$ cat src/mcr_pkg.sv
// Package for the miscellaneous configuration and self-test register bank.
package mcr_pkg;

  // Register offsets.
  localparam logic [7:0] MCR_OFS_IDENTITY = 8'h18;
  localparam logic [7:0] MCR_OFS_STARTUP = 8'h1a;
  localparam logic [7:0] MCR_OFS_FREE = 8'h1b;
  localparam logic [7:0] MCR_OFS_POWER = 8'h1c;
  localparam logic [7:0] MCR_OFS_XDRIVE = 8'h20;
  localparam logic [7:0] MCR_OFS_YDRIVE = 8'h21;
  localparam logic [7:0] MCR_OFS_ZDRIVE = 8'h22;

  // Identity value; arbitrary neutral value.
  localparam logic [7:0] MCR_IDENTITY_VALUE = 8'h5a;

  // Reset values.
  localparam logic [7:0] MCR_RST_BYTE = 8'h00;
  localparam logic [2:0] MCR_RST_LEVEL = 3'h0;

  // Field positions.
  localparam int MCR_POS_HSE = 7;
  localparam int MCR_POS_POS_DEFLECT = 2;
  localparam int MCR_POS_NEG_DEFLECT = 3;

  // Y drive read-back values.
  localparam logic [7:0] MCR_YREAD_AWAKE = 8'h80;
  localparam logic [7:0] MCR_YREAD_IDLE = 8'h00;

  // Power level codes.
  typedef enum logic [2:0] {
    MCR_LVL_LOW = 3'b000,
    MCR_LVL_ULTRA = 3'b011,
    MCR_LVL_PRECISION = 3'b100
  } mcr_level_t;

  // Operating states.
  typedef enum logic [2:0] {
    MCR_ST_SLEEP = 3'b000,
    MCR_ST_STANDBY = 3'b001,
    MCR_ST_WATCH = 3'b010,
    MCR_ST_CONT_ACTIVE = 3'b101,
    MCR_ST_WATCH_ACTIVE = 3'b110,
    MCR_ST_TRIGGERED = 3'b111
  } mcr_state_t;

  // Per-axis self-test drive.
  typedef struct packed {
    logic negative_deflect;
    logic positive_deflect;
  } mcr_deflect_t;

  // Power setting outputs.
  typedef struct packed {
    logic [2:0] watch_power_level;
    logic [2:0] active_power_level;
  } mcr_power_t;

endpackage : mcr_pkg

$ cat src/mcr_regs.sv
// Configuration, power level and self-test drive register bank.
//
// Function
// - Identity byte read-only, writes ignored.
// - Free byte stores value, no side effects.
// - Bits 2:0 select active power level.
// - Bits 6:4 select watch power level.
// - High-speed serial enable reads zero.
// - X drive bits 2,3 deflect X.
// - X drive write initialises internal bits.
// - Y drive bits 2,3 deflect Y.
// - Y read-back follows operating state.
// - Z drive bits 2,3 deflect Z.
`timescale 1ns/1ps
`default_nettype none
module mcr_regs
  import mcr_pkg::*;
(
  // Clock and reset.
  input wire logic i_clk,
  input wire logic i_reset_n,
  // Register access port from the serial interface logic.
  input wire logic i_wr,
  input wire logic i_rd,
  input wire logic [7:0] i_addr,
  input wire logic [7:0] i_wdata,
  output logic [7:0] o_rdata,
  output logic o_rvalid,
  // Operating state from the mode controller.
  input wire logic [2:0] i_operating_state_field,
  // Controls to the analog front end.
  output mcr_power_t o_power,
  output logic o_high_speed_serial_enable,
  output mcr_deflect_t o_x_drive,
  output mcr_deflect_t o_y_drive,
  output mcr_deflect_t o_z_drive,
  output logic o_init_bits_pulse,
  output logic [7:0] o_startup_config
);

  ////////////////////////////////////////////////////////////////////////////
  logic [7:0] startup_reg;
  logic [7:0] free_reg;
  mcr_power_t power_reg;
  logic hse_reg;
  mcr_deflect_t x_reg;
  mcr_deflect_t y_reg;
  mcr_deflect_t z_reg;
  logic init_reg;
  logic [7:0] rdata_reg;
  logic rvalid_reg;
  logic [7:0] rdata_next;

  function automatic logic is_awake(input logic [2:0] st);
    is_awake = (st == MCR_ST_WATCH) || (st == MCR_ST_CONT_ACTIVE) ||
               (st == MCR_ST_WATCH_ACTIVE) || (st == MCR_ST_TRIGGERED);
  endfunction : is_awake

  function automatic mcr_deflect_t deflect_of(input logic [7:0] d);
    deflect_of.positive_deflect = d[MCR_POS_POS_DEFLECT];
    deflect_of.negative_deflect = d[MCR_POS_NEG_DEFLECT];
  endfunction : deflect_of

  ////////////////////////////////////////////////////////////////////////////
  // Plain storage registers.
  always_ff @(posedge i_clk or negedge i_reset_n)
  begin
    if (!i_reset_n)
    begin
      startup_reg <= MCR_RST_BYTE;
      free_reg <= MCR_RST_BYTE;
    end
    else if (i_wr)
    begin
      if (i_addr == MCR_OFS_STARTUP)
      begin
        startup_reg <= i_wdata;
      end
      else if (i_addr == MCR_OFS_FREE)
      begin
        free_reg <= i_wdata;
      end
    end
  end

  // Power setting register.
  always_ff @(posedge i_clk or negedge i_reset_n)
  begin
    if (!i_reset_n)
    begin
      power_reg <= {MCR_RST_LEVEL, MCR_RST_LEVEL};
      hse_reg <= 1'b0;
    end
    else if (i_wr && i_addr == MCR_OFS_POWER)
    begin
      power_reg.active_power_level <= i_wdata[2:0];
      power_reg.watch_power_level <= i_wdata[6:4];
      hse_reg <= i_wdata[MCR_POS_HSE];
    end
  end

  // Self-test drive registers.
  always_ff @(posedge i_clk or negedge i_reset_n)
  begin
    if (!i_reset_n)
    begin
      x_reg <= '0;
      y_reg <= '0;
      z_reg <= '0;
    end
    else if (i_wr)
    begin
      if (i_addr == MCR_OFS_XDRIVE)
      begin
        x_reg <= deflect_of(i_wdata);
      end
      else if (i_addr == MCR_OFS_YDRIVE)
      begin
        y_reg <= deflect_of(i_wdata);
      end
      else if (i_addr == MCR_OFS_ZDRIVE)
      begin
        z_reg <= deflect_of(i_wdata);
      end
    end
  end

  // One-cycle pulse that initialises internal bits on an X drive write.
  always_ff @(posedge i_clk or negedge i_reset_n)
  begin
    if (!i_reset_n)
    begin
      init_reg <= 1'b0;
    end
    else
    begin
      init_reg <= i_wr && (i_addr == MCR_OFS_XDRIVE);
    end
  end

  ////////////////////////////////////////////////////////////////////////////
  // Read decode; unmapped and write-only locations read zero.
  always_comb
  begin
    rdata_next = MCR_RST_BYTE;
    if (i_addr == MCR_OFS_IDENTITY)
    begin
      rdata_next = MCR_IDENTITY_VALUE;
    end
    else if (i_addr == MCR_OFS_STARTUP)
    begin
      rdata_next = startup_reg;
    end
    else if (i_addr == MCR_OFS_FREE)
    begin
      rdata_next = free_reg;
    end
    else if (i_addr == MCR_OFS_POWER)
    begin
      rdata_next = {1'b0, power_reg.watch_power_level, 1'b0,
                    power_reg.active_power_level};
    end
    else if (i_addr == MCR_OFS_YDRIVE)
    begin
      rdata_next = is_awake(i_operating_state_field) ? MCR_YREAD_AWAKE
                                                      : MCR_YREAD_IDLE;
    end
    else if (i_addr == MCR_OFS_ZDRIVE)
    begin
      rdata_next = {4'h0, z_reg.negative_deflect, z_reg.positive_deflect,
                    2'h0};
    end
  end

  always_ff @(posedge i_clk or negedge i_reset_n)
  begin
    if (!i_reset_n)
    begin
      rdata_reg <= MCR_RST_BYTE;
      rvalid_reg <= 1'b0;
    end
    else
    begin
      rvalid_reg <= i_rd;
      if (i_rd)
      begin
        rdata_reg <= rdata_next;
      end
    end
  end

  assign o_rdata = rdata_reg;
  assign o_rvalid = rvalid_reg;
  assign o_power = power_reg;
  assign o_high_speed_serial_enable = hse_reg;
  assign o_x_drive = x_reg;
  assign o_y_drive = y_reg;
  assign o_z_drive = z_reg;
  assign o_init_bits_pulse = init_reg;
  assign o_startup_config = startup_reg;

  ////////////////////////////////////////////////////////////////////////////
  property p_identity_read;
    @(posedge i_clk) disable iff (!i_reset_n)
    i_rd && i_addr == MCR_OFS_IDENTITY |=> o_rvalid &&
      o_rdata == MCR_IDENTITY_VALUE;
  endproperty
  a_identity_read: assert property (p_identity_read)
    else $error("Identity byte read wrong.");

  property p_free_store;
    @(posedge i_clk) disable iff (!i_reset_n)
    i_wr && i_addr == MCR_OFS_FREE ##1 i_rd && !i_wr && i_addr == MCR_OFS_FREE
      |=> o_rdata == $past(i_wdata, 2);
  endproperty
  a_free_store: assert property (p_free_store)
    else $error("Free byte did not keep written value.");

  property p_active_level;
    @(posedge i_clk) disable iff (!i_reset_n)
    i_wr && i_addr == MCR_OFS_POWER |=>
      o_power.active_power_level == $past(i_wdata[2:0]);
  endproperty
  a_active_level: assert property (p_active_level)
    else $error("Active power level not updated.");

  property p_watch_level;
    @(posedge i_clk) disable iff (!i_reset_n)
    i_wr && i_addr == MCR_OFS_POWER |=>
      o_power.watch_power_level == $past(i_wdata[6:4]);
  endproperty
  a_watch_level: assert property (p_watch_level)
    else $error("Watch power level not updated.");

  property p_hse_reads_zero;
    @(posedge i_clk) disable iff (!i_reset_n)
    i_rd && i_addr == MCR_OFS_POWER |=> !o_rdata[MCR_POS_HSE];
  endproperty
  a_hse_reads_zero: assert property (p_hse_reads_zero)
    else $error("High-speed enable read back non-zero.");

  property p_x_drive;
    @(posedge i_clk) disable iff (!i_reset_n)
    i_wr && i_addr == MCR_OFS_XDRIVE |=>
      o_x_drive == $past(deflect_of(i_wdata)) && o_init_bits_pulse;
  endproperty
  a_x_drive: assert property (p_x_drive)
    else $error("X drive write not applied.");

  property p_y_drive;
    @(posedge i_clk) disable iff (!i_reset_n)
    i_wr && i_addr == MCR_OFS_YDRIVE |=>
      o_y_drive == $past(deflect_of(i_wdata));
  endproperty
  a_y_drive: assert property (p_y_drive)
    else $error("Y drive write not applied.");

  property p_y_readback;
    @(posedge i_clk) disable iff (!i_reset_n)
    i_rd && i_addr == MCR_OFS_YDRIVE |=> o_rdata ==
      (is_awake($past(i_operating_state_field)) ? 8'h80 : 8'h00);
  endproperty
  a_y_readback: assert property (p_y_readback)
    else $error("Y drive read-back does not follow state.");

  property p_z_drive;
    @(posedge i_clk) disable iff (!i_reset_n)
    i_wr && i_addr == MCR_OFS_ZDRIVE |=>
      o_z_drive == $past(deflect_of(i_wdata));
  endproperty
  a_z_drive: assert property (p_z_drive)
    else $error("Z drive write not applied.");

endmodule : mcr_regs
`default_nettype wire

$ cat config.mk
export PLATFORM = sky130hd
export DESIGN_NAME = mcr_regs
export DESIGN_NICKNAME = d
export VERILOG_FILES = /design/src/mcr_pkg.sv /design/src/mcr_regs.sv
export SDC_FILE = /design/constraint.sdc
export NUM_CORES = 1
export LEC_CHECK = 0
export ABC_AREA = 1
export BUFFER_PORTS_ARGS = -buffer_cell sky130_fd_sc_hd__buf_2
export CORE_AREA = 2 2 76 57
export CTS_BUF_LIST = sky130_fd_sc_hd__clkbuf_16
export DETAILED_ROUTE_END_ITERATION = 6
export DIE_AREA = 0 0 78 59
export GPL_TIMING_DRIVEN = 0
export MAX_ROUTING_LAYER = met4
export PLACE_DENSITY = 0.76
export SLEW_MARGIN = 30
export SYNTH_ARGS = -nofsm -noshare
export SYNTH_HDL_FRONTEND = slang
export SYNTH_SLANG_ARGS = --single-unit
$ cat constraint.sdc
create_clock -name i_clk -period 1.06 [get_ports i_clk]
set_clock_uncertainty 0.05 [all_clocks]
set_input_delay 0.212 -clock i_clk [delete_from_list [all_inputs] [get_ports i_clk]]
set_output_delay 0.212 -clock i_clk [all_outputs]
set_load 0.05 [all_outputs]
==> results of run 1 <==
-- layout make-up --
type | instances | area, um^2
repair buffers | 93 | 870
clock inverters | 3 | 16.3
well taps | 52 | 65.1
fillers | 199 | 591
clock buffers | 5 | 125
flip-flops and latches | 39 | 978
plain buffers | 5 | 70.1
multi-input cells | 153 | 962
inverters | 21 | 126
-- per-stage QoR --
step	setup WS [ns]	util	hold slack (ns)
after global routing	-0.0898	0.845	0.0654
after global placement	-0.385	0.611	0.286
after floorplan	-0.0669	-	-0.134
final	-0.0660	0.845	-0.0124
after detailed placement	-0.399	0.611	0.286
after CTS	-0.0699	0.764	0.0296
-- synth_stat cells --
| master | instances |
|---|---|
| and3_1 | 1 |
| nand4_1 | 1 |
| nand3_2 | 1 |
| clkbuf_1 | 1 |
| inv_1 | 19 |
| nand2_2 | 7 |
| o21ai_1 | 7 |
| nand3_1 | 24 |
| dfrtp_1 | 39 |
| nor2_8 | 1 |
| inv_4 | 1 |
| nor2_1 | 18 |
| inv_2 | 1 |
| o21ai_0 | 8 |
| nand2_1 | 62 |
| nor2_4 | 3 |
| nor3_1 | 1 |
| buf_2 | 1 |
| nand4_4 | 1 |
| o21ai_2 | 16 |
| nand2_4 | 2 |
| buf_6 | 2 |
| buf_4 | 1 |
-- worst max-delay path by stage --
stage	to	depth (start not counted)
final	o_power[2]	1
after global routing	o_power[2]	1
after CTS	o_power[2]	1
after detailed placement	free_reg[4]	8
after global placement	free_reg[3]	8
after floorplan	o_startup_config[5]	9
-- power by group through the flow --
stage / clock network (mW) / registers (mW) / logic, mW
floorplan: 0 / 1.80 / 0.178
global placement: 0 / 1.62 / 0.531
detailed placement: 0 / 1.63 / 0.540
CTS: 1.43 / 1.60 / 0.676
global route: 1.54 / 1.61 / 0.805
finish: 1.45 / 1.61 / 0.766
-- layer usage --
layer	up-vias	GRT usage	wire [um]
met5	-	-	0
met4	0	0.0652	157
met3	32	0.0534	459
met2	112	0.404	2960
met1	978	0.325	2810
li1	908	-	-
-- cell families after synthesis --
kind of cell	after synthesis
compound gates	31
simple gates	122
flops	39
buf+inv	26
-- timing repair --
action                     CTS  global route
gates cloned                 1             2
gates resized for setup     72            43
setup buffers               23            13
hold endpoints to repair     1             0
pin swaps                    4            13
setup endpoints to repair   57            49
hold buffers                 1             0
==> results.py, run 1 <==
metrics = {
    "timing": {
        "max_slew.worst_pin.slew_ns": 0.849,
        "rsz0062_at_grt": "true",
        "period_needed_ns": 1.13,
        "holdWs_ns": -0.0124,
        "finalCritPeriodShare": 1.06,
        "hold_violations": 22,
        "setup_ws_ns": -0.0660,
        "max_freq_mhz": 888,
        "slew_headroom": 0.434,
        "slew_viol_final": 0,
        "setup_violations": 40,
        "tns_ns": -1.35,
    },
    "floorplanning": {
        "io_pins": 54,
        "die_w_um": 78,
        "rows": 19,
        "die_area_um2": 4600,
        "core_area_um2": 3800,
        "start_util": 0.500,
        "die_h_um": 59,
    },
    "setup_path": {
        "crit_family": "flip-flops",
        "ff2ff_path_depth": 5,
        "critical_path_class": "reg -> out",
        "critPathBufInv": 1,
        "r2r_end": "o_rdata[1]",
        "endpoint_kind": "primary output",
        "critPathMaxFanout": 3,
        "rrSetupSlack_ns": -0.04,
        "r2r_start": "o_power[1]",
        "critPathMaxStageDelay_ns": 0.42,
        "crit_start": "o_power[2]",
        "startpoint_type": "flip-flop",
        "crit_chain": "buf_6",
        "cp_data_arrival_time_ns": 0.86,
        "crit_slowest_cell": "dfrtp_2",
        "worstPathRequired_ns": 0.80,
    },
    "place": {
        "post_dp_cell_area_um2": 2320,
        "gp_congestion": 0.892,
        "place_inst": 323,
        "dp_hpwl_mm": 3.21,
        "io_buffer_count": 53,
    },
    "final_layout": {
        "nets": 341,
        "antennaDiodeCount": 0,
        "postLayoutCellArea_um2": 3210,
        "area_growth_pct": 69.1,
        "final_common_cell": "nand2_1",
        "fin_cells": 371,
        "mostFrequentLayoutCells": "nand2_1 (55), buf_6 (38), dfrtp_1 (37), buf_4 (32), nand3_1 (19)",
        "drive_above_1_share": 0.520,
    },
    "cts": {
        "clockRootBuffer": "clkbuf_16",
        "htreeDepth": 2,
        "clkTransAtPathRegs_ns": 0.06,
        "clock_latency_ns": 0.28,
        "cts_tree": "yes",
        "cts_made_buffers": 5,
        "clock_sinks": 39,
        "clk_path_buf_depth": 2,
    },
    "hold_path": {
        "hold_path_class": "in -> async",
    },
    "route": {
        "routed_wirelength_mm": 6.39,
        "detail_route.wl_per_cell_um": 17.2,
        "via_per_inst": 5.47,
        "antenna_left": 0,
        "via_count": 2030,
        "firstDrtPassIters": 6,
        "drtIter0Drc": 252,
        "drc_errors": 0,
    },
    "power": {
        "pwr-share-clk": 0.380,
        "vdd_drop_max_uv": 1290,
        "p_sw_mw": 1.12,
        "power_mw": 3.83,
        "p_per_area_nw_per_um2": 1190,
        "p_int_mw": 2.71,
        "p_seq_frac": 0.420,
        "sw_frac_of_total": 0.292,
        "p_leak_nw": 1.65,
        "combPwrFrac": 0.200,
    },
    "logic_synthesis": {
        "synth_mux_area_frac": 0,
        "synth_top_family_by_area": "simple AND/OR/NAND/NOR gates",
        "synth_nets": 241,
        "synthAdderAreaFrac": 0,
        "yosys.area_share.simple": 0.310,
        "synth_largest_area_cell": "dfrtp_1",
        "ys_seq_area_frac": 0.513,
        "avgSynthCellArea_um2": 8.72,
        "ys_types": 23,
        "synthCells": 218,
        "synth_area_um2": 1900,
        "synth_compound_area_frac": 0.113,
        "ys_warn_count": 0,
        "netlist.area_leader.share": 0.513,
        "synth-xor-area-share": 0,
        "synth_seq_cells": 39,
        "synth_area_leaders": "dfrtp_1 (51%), nand2_1 (12%), o21ai_2 (7.4%)",
    },
    "global_routing": {
        "groute.usage.overall": 0.249,
        "antenna_found_initial": 0,
        "grt_max_degree": 40,
        "grt_pass1_wl_mm": 8.38,
        "overflow": 0,
        "grt_pass1_vias": 1755,
    },
    "run_status": {
        "violations": "hold timing, setup timing",
        "outcome": "complete, but fails checks",
    },
    "flow_run": {
        "maxCapViolCount": 0,
    },
}
(Power assumes the default switching activity.)
==> run 2, diff against run 1 <==
--- a/config.mk
+++ b/config.mk
@@ -14,3 +14,2 @@
 export GPL_TIMING_DRIVEN = 0
-export MAX_ROUTING_LAYER = met4
 export PLACE_DENSITY = 0.76
==> constraint.sdc (replaced) <==
create_clock -name i_clk -period 1.06 [get_ports i_clk]
set_clock_uncertainty 0.05 [all_clocks]
set_input_delay 0.053 -clock i_clk [delete_from_list [all_inputs] [get_ports i_clk]]
set_output_delay 0.053 -clock i_clk [all_outputs]
set_load 0.05 [all_outputs]
==> run 2 against run 1 <==
  * The flow now finishes without violations
  * Global-route usage shrank 4.3 points
  * Setup slack better by 0.095 ns
  * Hold slack better by 0.028 ns
  * Total power down 8.1%
  * Critical path type unchanged
  * Largest cell class unchanged
  * Highest routed layer unchanged
==> results.py, run 2 (synthesis results as in run 1) <==
metrics = {
    "final_layout": {
        "area_growth_pct": 28.4,
        "fillers": 343,
        "nets": 305,
        "final_common_cell": "nand2_1",
        "multi_input_area_um2": 805,
        "utilization": 0.641,
        "fin_cells": 335,
        "drive_above_1_share": 0.357,
        "antennaDiodeCount": 0,
        "seq_area_um2": 978,
        "postLayoutCellArea_um2": 2440,
        "mostFrequentLayoutCells": "nand2_1 (62), buf_2 (42), dfrtp_1 (37), nand3_1 (24), inv_1 (20)",
    },
    "setup_path": {
        "endpoint_kind": "primary output",
        "critical_path_class": "reg -> out",
        "crit_slowest_cell": "dfrtp_1",
        "worstPathRequired_ns": 0.96,
        "critPathMaxFanout": 3,
        "critPathBufInv": 1,
        "critPathMaxStageDelay_ns": 0.40,
        "critical_path_depth": 1,
        "cp_data_arrival_time_ns": 0.93,
        "ff2ff_path_depth": 4,
        "crit_start": "o_startup_config[0]",
        "startpoint_type": "flip-flop",
        "crit_family": "flip-flops",
        "crit_chain": "clkbuf_4",
        "r2r_start": "o_power[2]",
    },
    "route": {
        "antenna_left": 0,
        "drtIter0Drc": 163,
        "wl_met2_mm": 1.86,
        "via_count": 1653,
        "drc_errors": 0,
        "via_per_inst": 4.93,
        "detail_route.wl_per_cell_um": 12.7,
        "routed_wirelength_mm": 4.25,
        "top_layer": "met4",
        "wl_met1_mm": 2.07,
        "firstDrtPassIters": 4,
        "wl_met3_um": 255,
    },
    "place": {
        "dp_hpwl_mm": 3.14,
        "place_inst": 323,
        "io_buffer_count": 53,
        "gp_congestion": 0.843,
        "post_dp_cell_area_um2": 2230,
    },
    "global_routing": {
        "overflow": 0,
        "groute.usage.overall": 0.206,
        "grt_pass1_vias": 1495,
        "grt_pass1_wl_mm": 7.11,
        "antenna_found_initial": 0,
        "grt_max_degree": 40,
    },
    "timing": {
        "slew_viol_final": 0,
        "slew_headroom": 0.676,
        "max_freq_mhz": 970,
        "hold_violations": 0,
        "finalCritPeriodShare": 0.973,
        "max_slew.worst_pin.slew_ns": 0.486,
        "period_needed_ns": 1.03,
        "setup_violations": 0,
    },
    "hold_path": {
        "hold_depth": 3,
        "hp-start": "i_wdata[4]",
        "hold_path_class": "in -> reg",
    },
    "cts": {
        "htreeDepth": 2,
        "clock_sinks": 39,
        "cts_made_buffers": 5,
        "clock_latency_ns": 0.28,
        "clkTransAtPathRegs_ns": 0.06,
        "clk_path_buf_depth": 2,
        "cts_tree": "yes",
        "clockRootBuffer": "clkbuf_16",
    },
    "floorplanning": {
        "die_h_um": 59,
        "start_util": 0.500,
        "die_area_um2": 4600,
        "core_area_um2": 3800,
        "rows": 19,
        "io_pins": 54,
        "die_w_um": 78,
    },
    "power": {
        "vdd_drop_max_uv": 882,
        "p_per_area_nw_per_um2": 1440,
        "power_mw": 3.52,
        "p_leak_nw": 1.35,
    },
    "run_status": {
        "outcome": "finished, final reports clean",
    },
    "flow_run": {
        "maxCapViolCount": 0,
    },
}
==> run 2: changes by cell type in the layout (fill, tap and decap cells not counted), moves of 4 or more <==
cell / change
nand3_1: +5
clkbuf_4: +6
nand3_2: -4
nor2_2: -5
inv_1: +6
nand2_1: +7
buf_4: -23
buf_2: +24
buf_6: -36
nor2_1: +8
==> run 2: through the flow <==
stage / setup slack (ns) / hold WS [ns] / TNS (ns)
floorplan: 0.00791 / -0.293 / 0
global placement: -0.234 / 0.127 / -4.28
detailed placement: -0.259 / 0.132 / -4.96
CTS: 0.00591 / -0.146 / 0
global route: -0.00734 / 0.0397 / -0.0102
finish: 0.0286 / 0.0154 / 0
==> run 2: path summary, 6_finish.rpt <==
| path | to | slack, ns |
|---|---|---|
| max reg2reg | o_rdata[2] | 0.12 |
| min in group asynchronous | o_init_bits_pulse | 0.24 |
| min reg2reg | o_rdata[2] | 0.42 |
| max in group asynchronous | o_power[2] | 0.36 |
| min | o_startup_config[4] | 0.02 |
| max | o_startup_config[0] | 0.03 |
==> run 2: area by class of cell <==
type	instances	share of cell area
tap	52	0.0267
timing repair buffer	57	0.135
buffer	5	0.0159
clock inverter	3	0.00667
inverter	21	0.0333
sequential	39	0.401
multi-input combinational	153	0.330
clock buffer	5	0.0513
==> run 2: power by group <==
part	internal (mW)	switching (mW)	leakage (nW)
Clock	0.856	0.538	0.0710
Combinational	0.143	0.376	0.749
Sequential	1.56	0.0465	0.528
==> run 2: what timing repair did <==
item | in CTS | in global routing
endpoints found under the hold margin | 40 | 39
resized for setup | 5 | 7
gates cloned | 0 | 0
pin swaps | 0 | 1
hold buffers | 1 | 1
buffers inserted | 0 | 2
setup endpoints to repair | 5 | 14
==> run 2: metal layers <==
metal / vias up / track usage
li1: 831 / -
met1: 770 / 0.304
met2: 45 / 0.302
met3: 7 / 0.0457
met4: 0 / 0.0752
met5: - / 0
